==> config.mk <==
export PLATFORM = sky130hd
export DESIGN_NAME = msp_monitor
export DESIGN_NICKNAME = d
export VERILOG_FILES = /design/src/logic/msp_pkg.sv /design/src/logic/msp_input_filter.sv /design/src/logic/msp_hold_timer.sv /design/src/logic/msp_monitor.sv
export SDC_FILE = /design/constraint.sdc
export NUM_CORES = 1
export LEC_CHECK = 0
export ABC_AREA = 1
export BUFFER_PORTS_ARGS = -buffer_cell sky130_fd_sc_hd__clkbuf_2
export CAP_MARGIN = 20
export CORE_ASPECT_RATIO = 0.7
export CORE_MARGIN = 1
export CORE_UTILIZATION = 30
export DETAILED_ROUTE_END_ITERATION = 16
export GPL_TIMING_DRIVEN = 0
export SYNTH_ARGS = -nofsm -noshare
export SYNTH_HDL_FRONTEND = slang
export SYNTH_SLANG_ARGS = --single-unit
==> constraint.sdc <==
create_clock -name clk_i -period 10.31 [get_ports clk_i]
set_clock_uncertainty 0.15 [all_clocks]
set_input_delay 1.031 -clock clk_i [delete_from_list [all_inputs] [get_ports clk_i]]
set_output_delay 1.031 -clock clk_i [all_outputs]
set_load 0.05 [all_outputs]
==> src/logic/msp_pkg.sv <==
// Constants, register map and carrier types of the motor starter protection monitor
package msp_pkg;

  // Clock and time base
  localparam int unsigned CLK_HZ = 10_000_000;
  localparam int unsigned CYC_PER_MS = CLK_HZ / 1000;

  // Supervision times in milliseconds
  localparam int unsigned T_FILTER_MS = 10;
  localparam int unsigned T_UNDERLOAD_HOLD_MS = 1000;
  localparam int unsigned T_ASYM_HOLD_MS = 500;
  localparam int unsigned T_START_WINDOW_MS = 10000;
  localparam int unsigned T_BLOCK_TIME_MS = 1000;

  // Same times as clock cycles
  localparam int unsigned FILTER_CYC = CYC_PER_MS * T_FILTER_MS;
  localparam int unsigned UNDERLOAD_HOLD_CYC = CYC_PER_MS * T_UNDERLOAD_HOLD_MS;
  localparam int unsigned ASYM_HOLD_CYC = CYC_PER_MS * T_ASYM_HOLD_MS;
  localparam int unsigned START_WINDOW_CYC = CYC_PER_MS * T_START_WINDOW_MS;
  localparam int unsigned BLOCK_TIME_CYC = CYC_PER_MS * T_BLOCK_TIME_MS;

  // Current ratios: 18.75 % = 3/16, 800 %, 400 %, 30 % = 3/10
  localparam logic [23:0] UNDERLOAD_NUM = 24'h3;
  localparam logic [23:0] UNDERLOAD_DEN = 24'h10;
  localparam logic [23:0] BLOCK_START_MULT = 24'h8;
  localparam logic [23:0] BLOCK_RUN_MULT = 24'h4;
  localparam logic [23:0] ASYM_NUM = 24'h3;
  localparam logic [23:0] ASYM_DEN = 24'hA;

  // Register byte offsets
  localparam logic [7:0] ADDR_CTRL = 8'h00;
  localparam logic [7:0] ADDR_CONFIG = 8'h04;
  localparam logic [7:0] ADDR_STATUS = 8'h08;

  // Control register bit positions
  localparam int unsigned CTRL_RUN_CW_BIT = 0;
  localparam int unsigned CTRL_RUN_CCW_BIT = 1;
  localparam int unsigned CTRL_BRAKE_BIT = 2;
  localparam int unsigned CTRL_QS_DISABLE_BIT = 3;
  localparam int unsigned CTRL_TRIP_ACK_BIT = 4;

  // Configuration register bit positions
  localparam int unsigned CFG_PROT_OFF_BIT = 16;
  localparam int unsigned CFG_CONN_MON_BIT = 17;
  localparam int unsigned CFG_REVERSING_BIT = 18;

  // Values after reset
  localparam logic [15:0] RATED_CURRENT_RST = 16'h0100;
  localparam logic CONN_MON_RST = 1'b1;

  // Output process image from the host
  typedef struct packed {
    logic quickstop_disable_bit;
    logic brake_cmd;
    logic run_ccw;
    logic run_cw;
  } msp_output_process_image_s;

  // Device settings
  typedef struct packed {
    logic reversing_starter_variant;
    logic conn_mon_en;
    logic prot_off;
    logic [15:0] rated_current;
  } msp_config_s;

  // Measured phase currents, same scale as the rated current
  typedef struct packed {
    logic [15:0] l3;
    logic [15:0] l2;
    logic [15:0] l1;
  } msp_phase_current_s;

endpackage

==> src/logic/msp_input_filter.sv <==
// Signal delay filter for one digital input
`timescale 1ns/1ns
module msp_input_filter #(
  parameter int unsigned DELAY_CYC = 100000
) (
  // Clock and reset
  input wire logic clk_i,
  input wire logic rst_b_i,
  // Input and filtered level
  input wire logic raw_i,
  output logic level_o
);
  localparam int unsigned CW = $clog2(DELAY_CYC + 1);
  localparam logic [CW-1:0] LAST = CW'(DELAY_CYC - 1);

  logic [CW-1:0] cnt_q;

  // The new level is taken only after it held without a break for the whole delay
  always_ff @(posedge clk_i or negedge rst_b_i) begin
    if (!rst_b_i) begin
      cnt_q <= '0;
      level_o <= 1'b0;
    end else if (raw_i == level_o) begin
      cnt_q <= '0;
    end else if (cnt_q == LAST) begin
      cnt_q <= '0;
      level_o <= raw_i;
    end else begin
      cnt_q <= cnt_q + CW'(1);
    end
  end
endmodule

==> src/logic/msp_hold_timer.sv <==
// Elapsed-time timer that flags when a run has lasted a set number of cycles
`timescale 1ns/1ns
module msp_hold_timer #(
  parameter int unsigned HOLD_CYC = 10000000
) (
  // Clock and reset
  input wire logic clk_i,
  input wire logic rst_b_i,
  // Control and result
  input wire logic run_i,
  output logic done_o
);
  localparam int unsigned CW = $clog2(HOLD_CYC + 1);
  localparam logic [CW-1:0] LAST = CW'(HOLD_CYC - 1);

  logic [CW-1:0] cnt_q;

  // Dropping run restarts the measurement from zero
  always_ff @(posedge clk_i or negedge rst_b_i) begin
    if (!rst_b_i) begin
      cnt_q <= '0;
      done_o <= 1'b0;
    end else if (!run_i) begin
      cnt_q <= '0;
      done_o <= 1'b0;
    end else if (cnt_q == LAST) begin
      done_o <= 1'b1;
    end else begin
      cnt_q <= cnt_q + CW'(1);
    end
  end
endmodule

==> src/logic/msp_monitor.sv <==
// Motor starter protection monitor: current supervision, input actions, outputs
`timescale 1ns/1ns
module msp_monitor
  import msp_pkg::*;
#(
  parameter int unsigned FILTER_CYC_P = msp_pkg::FILTER_CYC,
  parameter int unsigned UNDERLOAD_HOLD_CYC_P = msp_pkg::UNDERLOAD_HOLD_CYC,
  parameter int unsigned ASYM_HOLD_CYC_P = msp_pkg::ASYM_HOLD_CYC,
  parameter int unsigned START_WINDOW_CYC_P = msp_pkg::START_WINDOW_CYC,
  parameter int unsigned BLOCK_TIME_CYC_P = msp_pkg::BLOCK_TIME_CYC
) (
  // Clock and reset
  input wire logic clk_i,
  input wire logic rst_b_i,
  // Register port
  input wire logic [7:0] reg_addr_i,
  input wire logic [31:0] reg_wdata_i,
  input wire logic reg_wr_i,
  input wire logic reg_rd_i,
  output logic [31:0] reg_rdata_o,
  // Measured currents and connector jumper
  input wire msp_pkg::msp_phase_current_s phase_current_i,
  input wire logic conn_present_i,
  // Digital inputs
  input wire logic digital_input_one_i,
  input wire logic digital_input_two_i,
  input wire logic digital_input_three_i,
  input wire logic digital_input_four_i,
  // Switching commands and indications
  output logic motor_cw_o,
  output logic motor_ccw_o,
  output logic brake_o,
  output logic fault_o,
  output logic [1:0] input_process_image_o
);
  import msp_pkg::*;

  msp_output_process_image_s opi_q;
  msp_config_s cfg_q;
  logic [31:0] rdata_q;
  logic trip_ack;
  logic [3:0] raw_in;
  logic [3:0] filt;
  logic [3:0] filt_prev_q;
  logic qs_q;
  logic brake_lock_q;
  logic trip_q;
  logic motor_cw_q;
  logic motor_ccw_q;
  logic brake_q;
  logic motor_on;
  logic ul_win_done;
  logic as_win_done;
  logic start_win_done;
  logic blk_time_done;
  logic [23:0] i1;
  logic [23:0] i2;
  logic [23:0] i3;
  logic [23:0] rated;
  logic [23:0] i_max;
  logic [23:0] i_min;
  logic [23:0] ul_lim;
  logic [23:0] blk_lim;
  logic ul_hit;
  logic blk_over;
  logic blk_trip;
  logic asym_hit;
  logic conn_fault;
  logic group_fault;
  logic cmd_cw;
  logic cmd_ccw;
  logic qs_edge;
  logic qs_clear;
  logic emergency;
  logic trip_restart;
  logic lim_cw;
  logic lim_ccw;
  logic motor_ok;

  // Register writes; trip acknowledge is a write-one pulse
  always_ff @(posedge clk_i or negedge rst_b_i) begin
    if (!rst_b_i) begin
      opi_q <= '0;
      cfg_q <= '{reversing_starter_variant: 1'b0, conn_mon_en: CONN_MON_RST,
                 prot_off: 1'b0, rated_current: RATED_CURRENT_RST};
    end else if (reg_wr_i) begin
      if (reg_addr_i == ADDR_CTRL) begin
        opi_q <= reg_wdata_i[CTRL_QS_DISABLE_BIT:CTRL_RUN_CW_BIT];
      end else if (reg_addr_i == ADDR_CONFIG) begin
        cfg_q <= reg_wdata_i[CFG_REVERSING_BIT:0];
      end
    end
  end

  assign trip_ack = reg_wr_i && (reg_addr_i == ADDR_CTRL) && reg_wdata_i[CTRL_TRIP_ACK_BIT];

  // Read data stand only in the cycle after each strobe cycle; unmapped offsets read zero
  always_ff @(posedge clk_i or negedge rst_b_i) begin
    if (!rst_b_i) begin
      rdata_q <= '0;
    end else if (!reg_rd_i) begin
      rdata_q <= '0;
    end else if (reg_addr_i == ADDR_CTRL) begin
      rdata_q <= {28'h0000000, opi_q};
    end else if (reg_addr_i == ADDR_CONFIG) begin
      rdata_q <= {13'h0000, cfg_q};
    end else if (reg_addr_i == ADDR_STATUS) begin
      rdata_q <= {16'h0000, filt, brake_lock_q, qs_q, conn_fault, asym_hit,
                  blk_over, ul_hit, group_fault, trip_q,
                  brake_q, motor_ccw_q, motor_cw_q, 1'b0};
    end else begin
      rdata_q <= '0;
    end
  end

  assign reg_rdata_o = rdata_q;

  // Normally-open inputs, each delayed by the filter
  assign raw_in = {digital_input_four_i, digital_input_three_i,
                   digital_input_two_i, digital_input_one_i};

  for (genvar k = 0; k < 4; k++) begin : g_filt
    msp_input_filter #(.DELAY_CYC(FILTER_CYC_P)) u_filt (
      .clk_i(clk_i),
      .rst_b_i(rst_b_i),
      .raw_i(raw_in[k]),
      .level_o(filt[k])
    );
  end

  always_ff @(posedge clk_i or negedge rst_b_i) begin
    if (!rst_b_i) begin
      filt_prev_q <= '0;
    end else begin
      filt_prev_q <= filt;
    end
  end

  assign input_process_image_o = filt[1:0];

  // Supervision windows measured from each motor switch-on; the block time from each start of blk_over
  assign motor_on = motor_cw_q || motor_ccw_q;

  msp_hold_timer #(.HOLD_CYC(UNDERLOAD_HOLD_CYC_P)) u_ul_win (
    .clk_i(clk_i),
    .rst_b_i(rst_b_i),
    .run_i(motor_on),
    .done_o(ul_win_done)
  );

  msp_hold_timer #(.HOLD_CYC(ASYM_HOLD_CYC_P)) u_as_win (
    .clk_i(clk_i),
    .rst_b_i(rst_b_i),
    .run_i(motor_on),
    .done_o(as_win_done)
  );

  msp_hold_timer #(.HOLD_CYC(START_WINDOW_CYC_P)) u_start_win (
    .clk_i(clk_i),
    .rst_b_i(rst_b_i),
    .run_i(motor_on),
    .done_o(start_win_done)
  );

  msp_hold_timer #(.HOLD_CYC(BLOCK_TIME_CYC_P)) u_blk_time (
    .clk_i(clk_i),
    .rst_b_i(rst_b_i),
    .run_i(blk_over),
    .done_o(blk_time_done)
  );

  // Current evaluation, widened so no product overflows
  assign i1 = 24'(phase_current_i.l1);
  assign i2 = 24'(phase_current_i.l2);
  assign i3 = 24'(phase_current_i.l3);
  assign rated = 24'(cfg_q.rated_current);

  always_comb begin
    i_max = i1;
    i_min = i1;
    if (i2 > i_max) begin
      i_max = i2;
    end
    if (i3 > i_max) begin
      i_max = i3;
    end
    if (i2 < i_min) begin
      i_min = i2;
    end
    if (i3 < i_min) begin
      i_min = i3;
    end
  end

  assign ul_lim = rated * UNDERLOAD_NUM;
  assign ul_hit = motor_on && !cfg_q.prot_off && ul_win_done
                  && (i_max * UNDERLOAD_DEN < ul_lim);

  assign blk_lim = start_win_done ? rated * BLOCK_RUN_MULT : rated * BLOCK_START_MULT;
  assign blk_over = motor_on && !cfg_q.prot_off && (i_max > blk_lim);
  assign blk_trip = blk_over && blk_time_done;

  // Reference is the largest phase, so a cross-multiply avoids division
  assign asym_hit = motor_on && as_win_done
                    && ((i_max - i_min) * ASYM_DEN > i_max * ASYM_NUM);

  // Internal shutdown; a new cause wins over a simultaneous acknowledge
  always_ff @(posedge clk_i or negedge rst_b_i) begin
    if (!rst_b_i) begin
      trip_q <= 1'b0;
    end else if (ul_hit || blk_trip || asym_hit) begin
      trip_q <= 1'b1;
    end else if (trip_ack) begin
      trip_q <= 1'b0;
    end
  end

  assign conn_fault = cfg_q.conn_mon_en && !conn_present_i;
  assign group_fault = trip_q || conn_fault;

  // Input actions, fixed per variant
  assign qs_edge = filt[0] && !filt_prev_q[0] && !opi_q.quickstop_disable_bit;
  assign qs_clear = (!opi_q.run_cw && !opi_q.run_ccw) || opi_q.quickstop_disable_bit;

  // Edge latch ignores the level once set and clears on qs_clear even while it is high; set beats clear
  always_ff @(posedge clk_i or negedge rst_b_i) begin
    if (!rst_b_i) begin
      qs_q <= 1'b0;
    end else if (qs_edge) begin
      qs_q <= 1'b1;
    end else if (qs_clear) begin
      qs_q <= 1'b0;
    end
  end

  assign emergency = !cfg_q.reversing_starter_variant && filt[2];
  assign trip_restart = !cfg_q.reversing_starter_variant && filt[3];
  assign lim_cw = cfg_q.reversing_starter_variant && filt[2];
  assign lim_ccw = cfg_q.reversing_starter_variant && filt[3];

  // Brake stays locked after a limit trip until every command is withdrawn
  always_ff @(posedge clk_i or negedge rst_b_i) begin
    if (!rst_b_i) begin
      brake_lock_q <= 1'b0;
    end else if (lim_cw || lim_ccw) begin
      brake_lock_q <= 1'b1;
    end else if (!opi_q.brake_cmd && !opi_q.run_cw && !opi_q.run_ccw) begin
      brake_lock_q <= 1'b0;
    end
  end

  // Both run bits together mean no direction at all
  assign cmd_cw = opi_q.run_cw && !opi_q.run_ccw;
  assign cmd_ccw = opi_q.run_ccw && !opi_q.run_cw;

  // Each blocker acts on its own and they are ORed; the connector check stays
  // in force under emergency start because it protects the starter itself
  assign motor_ok = !qs_q && !trip_restart && !conn_fault
                    && (!trip_q || emergency);

  always_ff @(posedge clk_i or negedge rst_b_i) begin
    if (!rst_b_i) begin
      motor_cw_q <= 1'b0;
      motor_ccw_q <= 1'b0;
      brake_q <= 1'b0;
    end else begin
      motor_cw_q <= cmd_cw && motor_ok && !lim_cw;
      motor_ccw_q <= cmd_ccw && motor_ok && !lim_ccw;
      brake_q <= opi_q.brake_cmd && motor_ok && !brake_lock_q
                 && !lim_cw && !lim_ccw;
    end
  end

  assign motor_cw_o = motor_cw_q;
  assign motor_ccw_o = motor_ccw_q;
  assign brake_o = brake_q;

  // Quickstop is deliberately absent from the fault output
  always_ff @(posedge clk_i or negedge rst_b_i) begin
    if (!rst_b_i) begin
      fault_o <= 1'b0;
    end else begin
      fault_o <= group_fault;
    end
  end
endmodule

==> Implementation_results.wiki <==
{| class="wikitable"
! Metric !! Value
|-
| Run status || complete, no violations
|-
| Post-DP HPWL || 34.4 mm
|-
| Top-level port count || 135
|-
| Setup CP Type || in -> reg
|-
| Data arrival time of the critical path || 9.61 ns
|-
| Final setup violation count || 0
|-
| H-tree levels || 1
|-
| Number of antenna violations at the first check in global routing || 0
|-
| Slowest-stage cell, CP || nor4_1
|-
| Post-route ant nets || 0
|-
| Static leakage power || 8.95 nW
|-
| Hold buffers post-CTS || 0
|-
| Number of filler instances in the final layout || ~5,900
|-
| Area added between synthesis and finish || 13.6%
|-
| Routed length per instance || 13.5 um
|-
| Post-Route WL || roughly 43 mm
|-
| Number of hold violations in the final report || 0
|-
| Worst min-delay path class || in -> async
|-
| EDFF count, synth || 0
|-
| Last weighted congestion value of the routability-driven placer || about 0.88
|-
| Length of the first detailed-routing pass in iterations || 5
|-
| Post_cts resized || 3
|-
| Final design instance area without fill || 19,300 um2
|-
| Highest net fanout along the worst path || 14
|-
| Proportion of layout cells with a drive suffix above 1 || 0.0948
|-
| Category of the worst setup path capture point || register
|-
| Fraction of power spent switching nets || 0.455
|-
| Pin count of the biggest net entering global routing || 110
|-
| Yosys cell types || 54
|-
| Primary FF master, synth || dfrtp_1
|-
| Via count of the first global-routing pass || around 14,000
|-
| Mean number of vias per cell || roughly 4.7
|-
| All-Layer GR Usage || 0.151
|-
| Netlist Area Pre-Place || ~17,000 um2
|-
| Final period util || 0.911
|-
| Fmax || roughly 110 MHz
|-
| Mean Syn Cell Area || 7.44 um2
|-
| Reg-to-reg setup timing slack || 5.49 ns
|-
| Total design power || 4.60 mW
|-
| Effective utilization at floorplan || 0.306
|-
| Vias || around 15,000
|-
| Internal power consumption || around 2.5 mW
|-
| Slew Viols, Final || 0
|-
| Cell with the most instances on the worst path || nand2_1
|-
| Later-pin clock latency in the skew report || 0.51 ns
|-
| Number of design rule violations left after detail routing || 0
|-
| Maximum count of clock buffers along a single path || 3
|-
| Minimum clock period after layout || 9.39 ns
|-
| Ant. Diodes || 0
|-
| Power Density || around 240 nW/um2
|-
| Final Net Count || between 2,000 and 3,000
|-
| Proportion of synthesized chip area in sequential cells || 0.329
|-
| Max_cap viols || 0
|-
| Wire length of the first global-routing pass || 71.9 mm
|-
| Floorplan die height || 201 um
|-
| Peak supply drop || 0.000236 V
|-
| Core outline area || 55,700 um2
|-
| Flop and latch count out of synthesis || 224
|-
| Clock edge transition at the registers on the reported setup and hold paths || 0.07 ns
|-
| Worst slew pin tran || 0.978 ns
|-
| Master cell of the clock root buffer || clkbuf_16
|-
| Data required time of the critical path || between 10 and 15 ns
|-
| Relative max-transition margin || 0.341
|-
| Post-Synthesis Cells || 2,289
|-
| Area enclosed by the die boundary || 57,700 um2
|-
| Comb pwr share || 0.627
|-
| Global route overflow || 0
|-
| Async set or reset register ratio after synthesis || 1.00
|-
| Setup repair after global routing missed its margin || no
|-
| Die outline width || 287 um
|-
| Std-Cell Rows || 72
|-
| Post-placement cell area || around 19,000 um2
|-
| Quantity of I/O buffers inserted on ports || between 100 and 150
|-
| Number of clock buffers inserted by TritonCTS || 21
|-
| Startpoint type of the worst setup path || input pin
|-
| Worst stage delay on the critical path || 0.41 ns
|-
| Clk pwr share || 0.176
|-
| Sequential share of power || 0.196
|-
| Post-CTS setup buffer count || 0
|-
| Warning count from the yosys run || 0
|-
| Clock Sinks || 224
|-
| Clock tree from TritonCTS || done
|-
| Switching power summed over all nets || 2.10 mW
|-
| DR iter-0 viols || 1,179
|}
path summary, 6_finish.rpt:
path | depth (start not counted) | start | endpoint
min reg2reg | 1 | g_filt[0].u_filt.cnt_q[0] | g_filt[0].u_filt.cnt_q[0]
min | 1 | rst_b_i | g_filt[0].u_filt.cnt_q[8]
max reg2reg | 24 | cfg_q[1] | reg_rdata_o[6]
max in group asynchronous | 2 | rst_b_i | g_filt[1].u_filt.cnt_q[15]
min in group clk_i | 1 | g_filt[0].u_filt.cnt_q[0] | g_filt[0].u_filt.cnt_q[0]
max | 50 | phase_current_i[11] | reg_rdata_o[8]
synth_stat cells (all sizes together), types with 2 or more instances:
library cell,number,share of area
and2,4,0.0015
xnor2,24,0.012
nor3b,10,0.0044
o21a,12,0.0053
ha,176,0.13
a21oi,183,0.054
a221oi,3,0.0015
o21ai,167,0.050
a21o,5,0.0022
nand4,42,0.015
xor2,60,0.031
nand2,453,0.10
o211ai,9,0.0040
dfrtp,222,0.33
o221a,2,0.0013
nand3b,10,0.0044
mux2,17,0.011
nand3,107,0.032
a211oi,20,0.0088
dfstp,2,0.0031
or2,3,0.0011
o21bai,11,0.0048
nor4,33,0.012
nor2,230,0.051
clkbuf,25,0.0055
inv,314,0.069
fa,4,0.0047
clkinv,3,0.00066
and3,2,0.00073
a31oi,14,0.0051
nor3,90,0.028
buf,21,0.0097
o211a,3,0.0018
power groups by stage:
stage / Clock [mW] / Sequential [mW] / Combinational (mW)
3_3_place_gp: 0 / 0.921 / 2.83
3_5_place_dp: 0 / 0.921 / 2.85
4_1_cts: 0.837 / 0.904 / 2.88
6_report: 0.812 / 0.904 / 2.89
2_1_floorplan: 0 / 0.917 / 2.29
5_1_grt: 0.871 / 0.906 / 3.38
cells in the final DEF (no fill, tap or decap), types with 15 or more instances in the layout:
| cell | instances |
|---|---|
| nand4_1 | 42 |
| nand2_2 | 15 |
| buf_4 | 16 |
| mux2_2 | 17 |
| inv_1 | 310 |
| a21oi_1 | 181 |
| clkbuf_16 | 21 |
| dfrtp_1 | 222 |
| ha_1 | 176 |
| clkbuf_1 | 23 |
| nand3_1 | 105 |
| nor2_1 | 229 |
| xnor2_1 | 23 |
| nor4_1 | 33 |
| o21ai_0 | 156 |
| xor2_1 | 60 |
| a211oi_1 | 20 |
| nor3_1 | 83 |
| clkbuf_2 | 109 |
| nand2_1 | 433 |
stage by stage:
step                TNS (ns)  worst slack (ns)   util  std cells  hold slack, ns
finish                     0             0.921  0.347       3187           0.216
global route               0            0.0982  0.347       3187           0.204
CTS                        0            0.0651  0.347       3188           0.196
detailed placement     -1.40            -0.702  0.334       3152           0.304
global placement       -1.47            -0.737  0.333       3149           0.302
floorplan                  0              1.61      -       2301           0.276
flip-flops by register name (all words and copies together) (netlist names), 4 cells and up:
signal                 flops
u_as_win.cnt_q            23
u_blk_time.cnt_q          24
opi_q                      4
reg_rdata_o               19
g_filt.u_filt.level_o      4
u_ul_win.cnt_q            24
cfg_q                     19
u_start_win.cnt_q         27
g_filt.u_filt.cnt_q       68
metal layers:
layer  track usage  vias to the layer above  wire length, um
met4        0.0144                        0              395
met1         0.246                     6794            23900
met5             0                        -                0
met3        0.0172                       27             1840
met2         0.216                      271            16800
li1              -                     7957                -
critical path: cells and delay by family:
kind,cells,cell delay (ns)
AO/OA/AOI/OAI,6,1.02
AND/OR/NAND/NOR,28,4.30
XOR/XNOR,2,0.42
adder cells (fa/ha/maj),6,1.84
buffers and inverters,8,0.95
kinds of logic after synthesis:
group | after synthesis | share of synthesized area
flip-flops | 224 | 0.329
buffers and inverters | 363 | 0.0852
other | 1 | 0.000220
XOR/XNOR | 84 | 0.0432
AND/OR/NAND/NOR | 984 | 0.255
multiplexers | 17 | 0.0112
AO/OA/AOI/OAI | 436 | 0.142
adder cells (fa/ha/maj) | 180 | 0.134
layout make-up:
| cell class | instances | area [um2] | share of cell area |
|---|---|---|---|
| Buffer | 45 | 258 | 0.0133 |
| Clock buffer | 24 | 557 | 0.0288 |
| Clock inverter | 12 | 138 | 0.00712 |
| Inverter | 317 | 1190 | 0.0617 |
| Multi-Input combinational cell | 1714 | 10000 | 0.520 |
| Sequential cell | 224 | 5610 | 0.290 |
| Tap cell | 740 | 926 | 0.0479 |
| Timing Repair Buffer | 111 | 612 | 0.0316 |
Power figures use the tool's default switching activity.
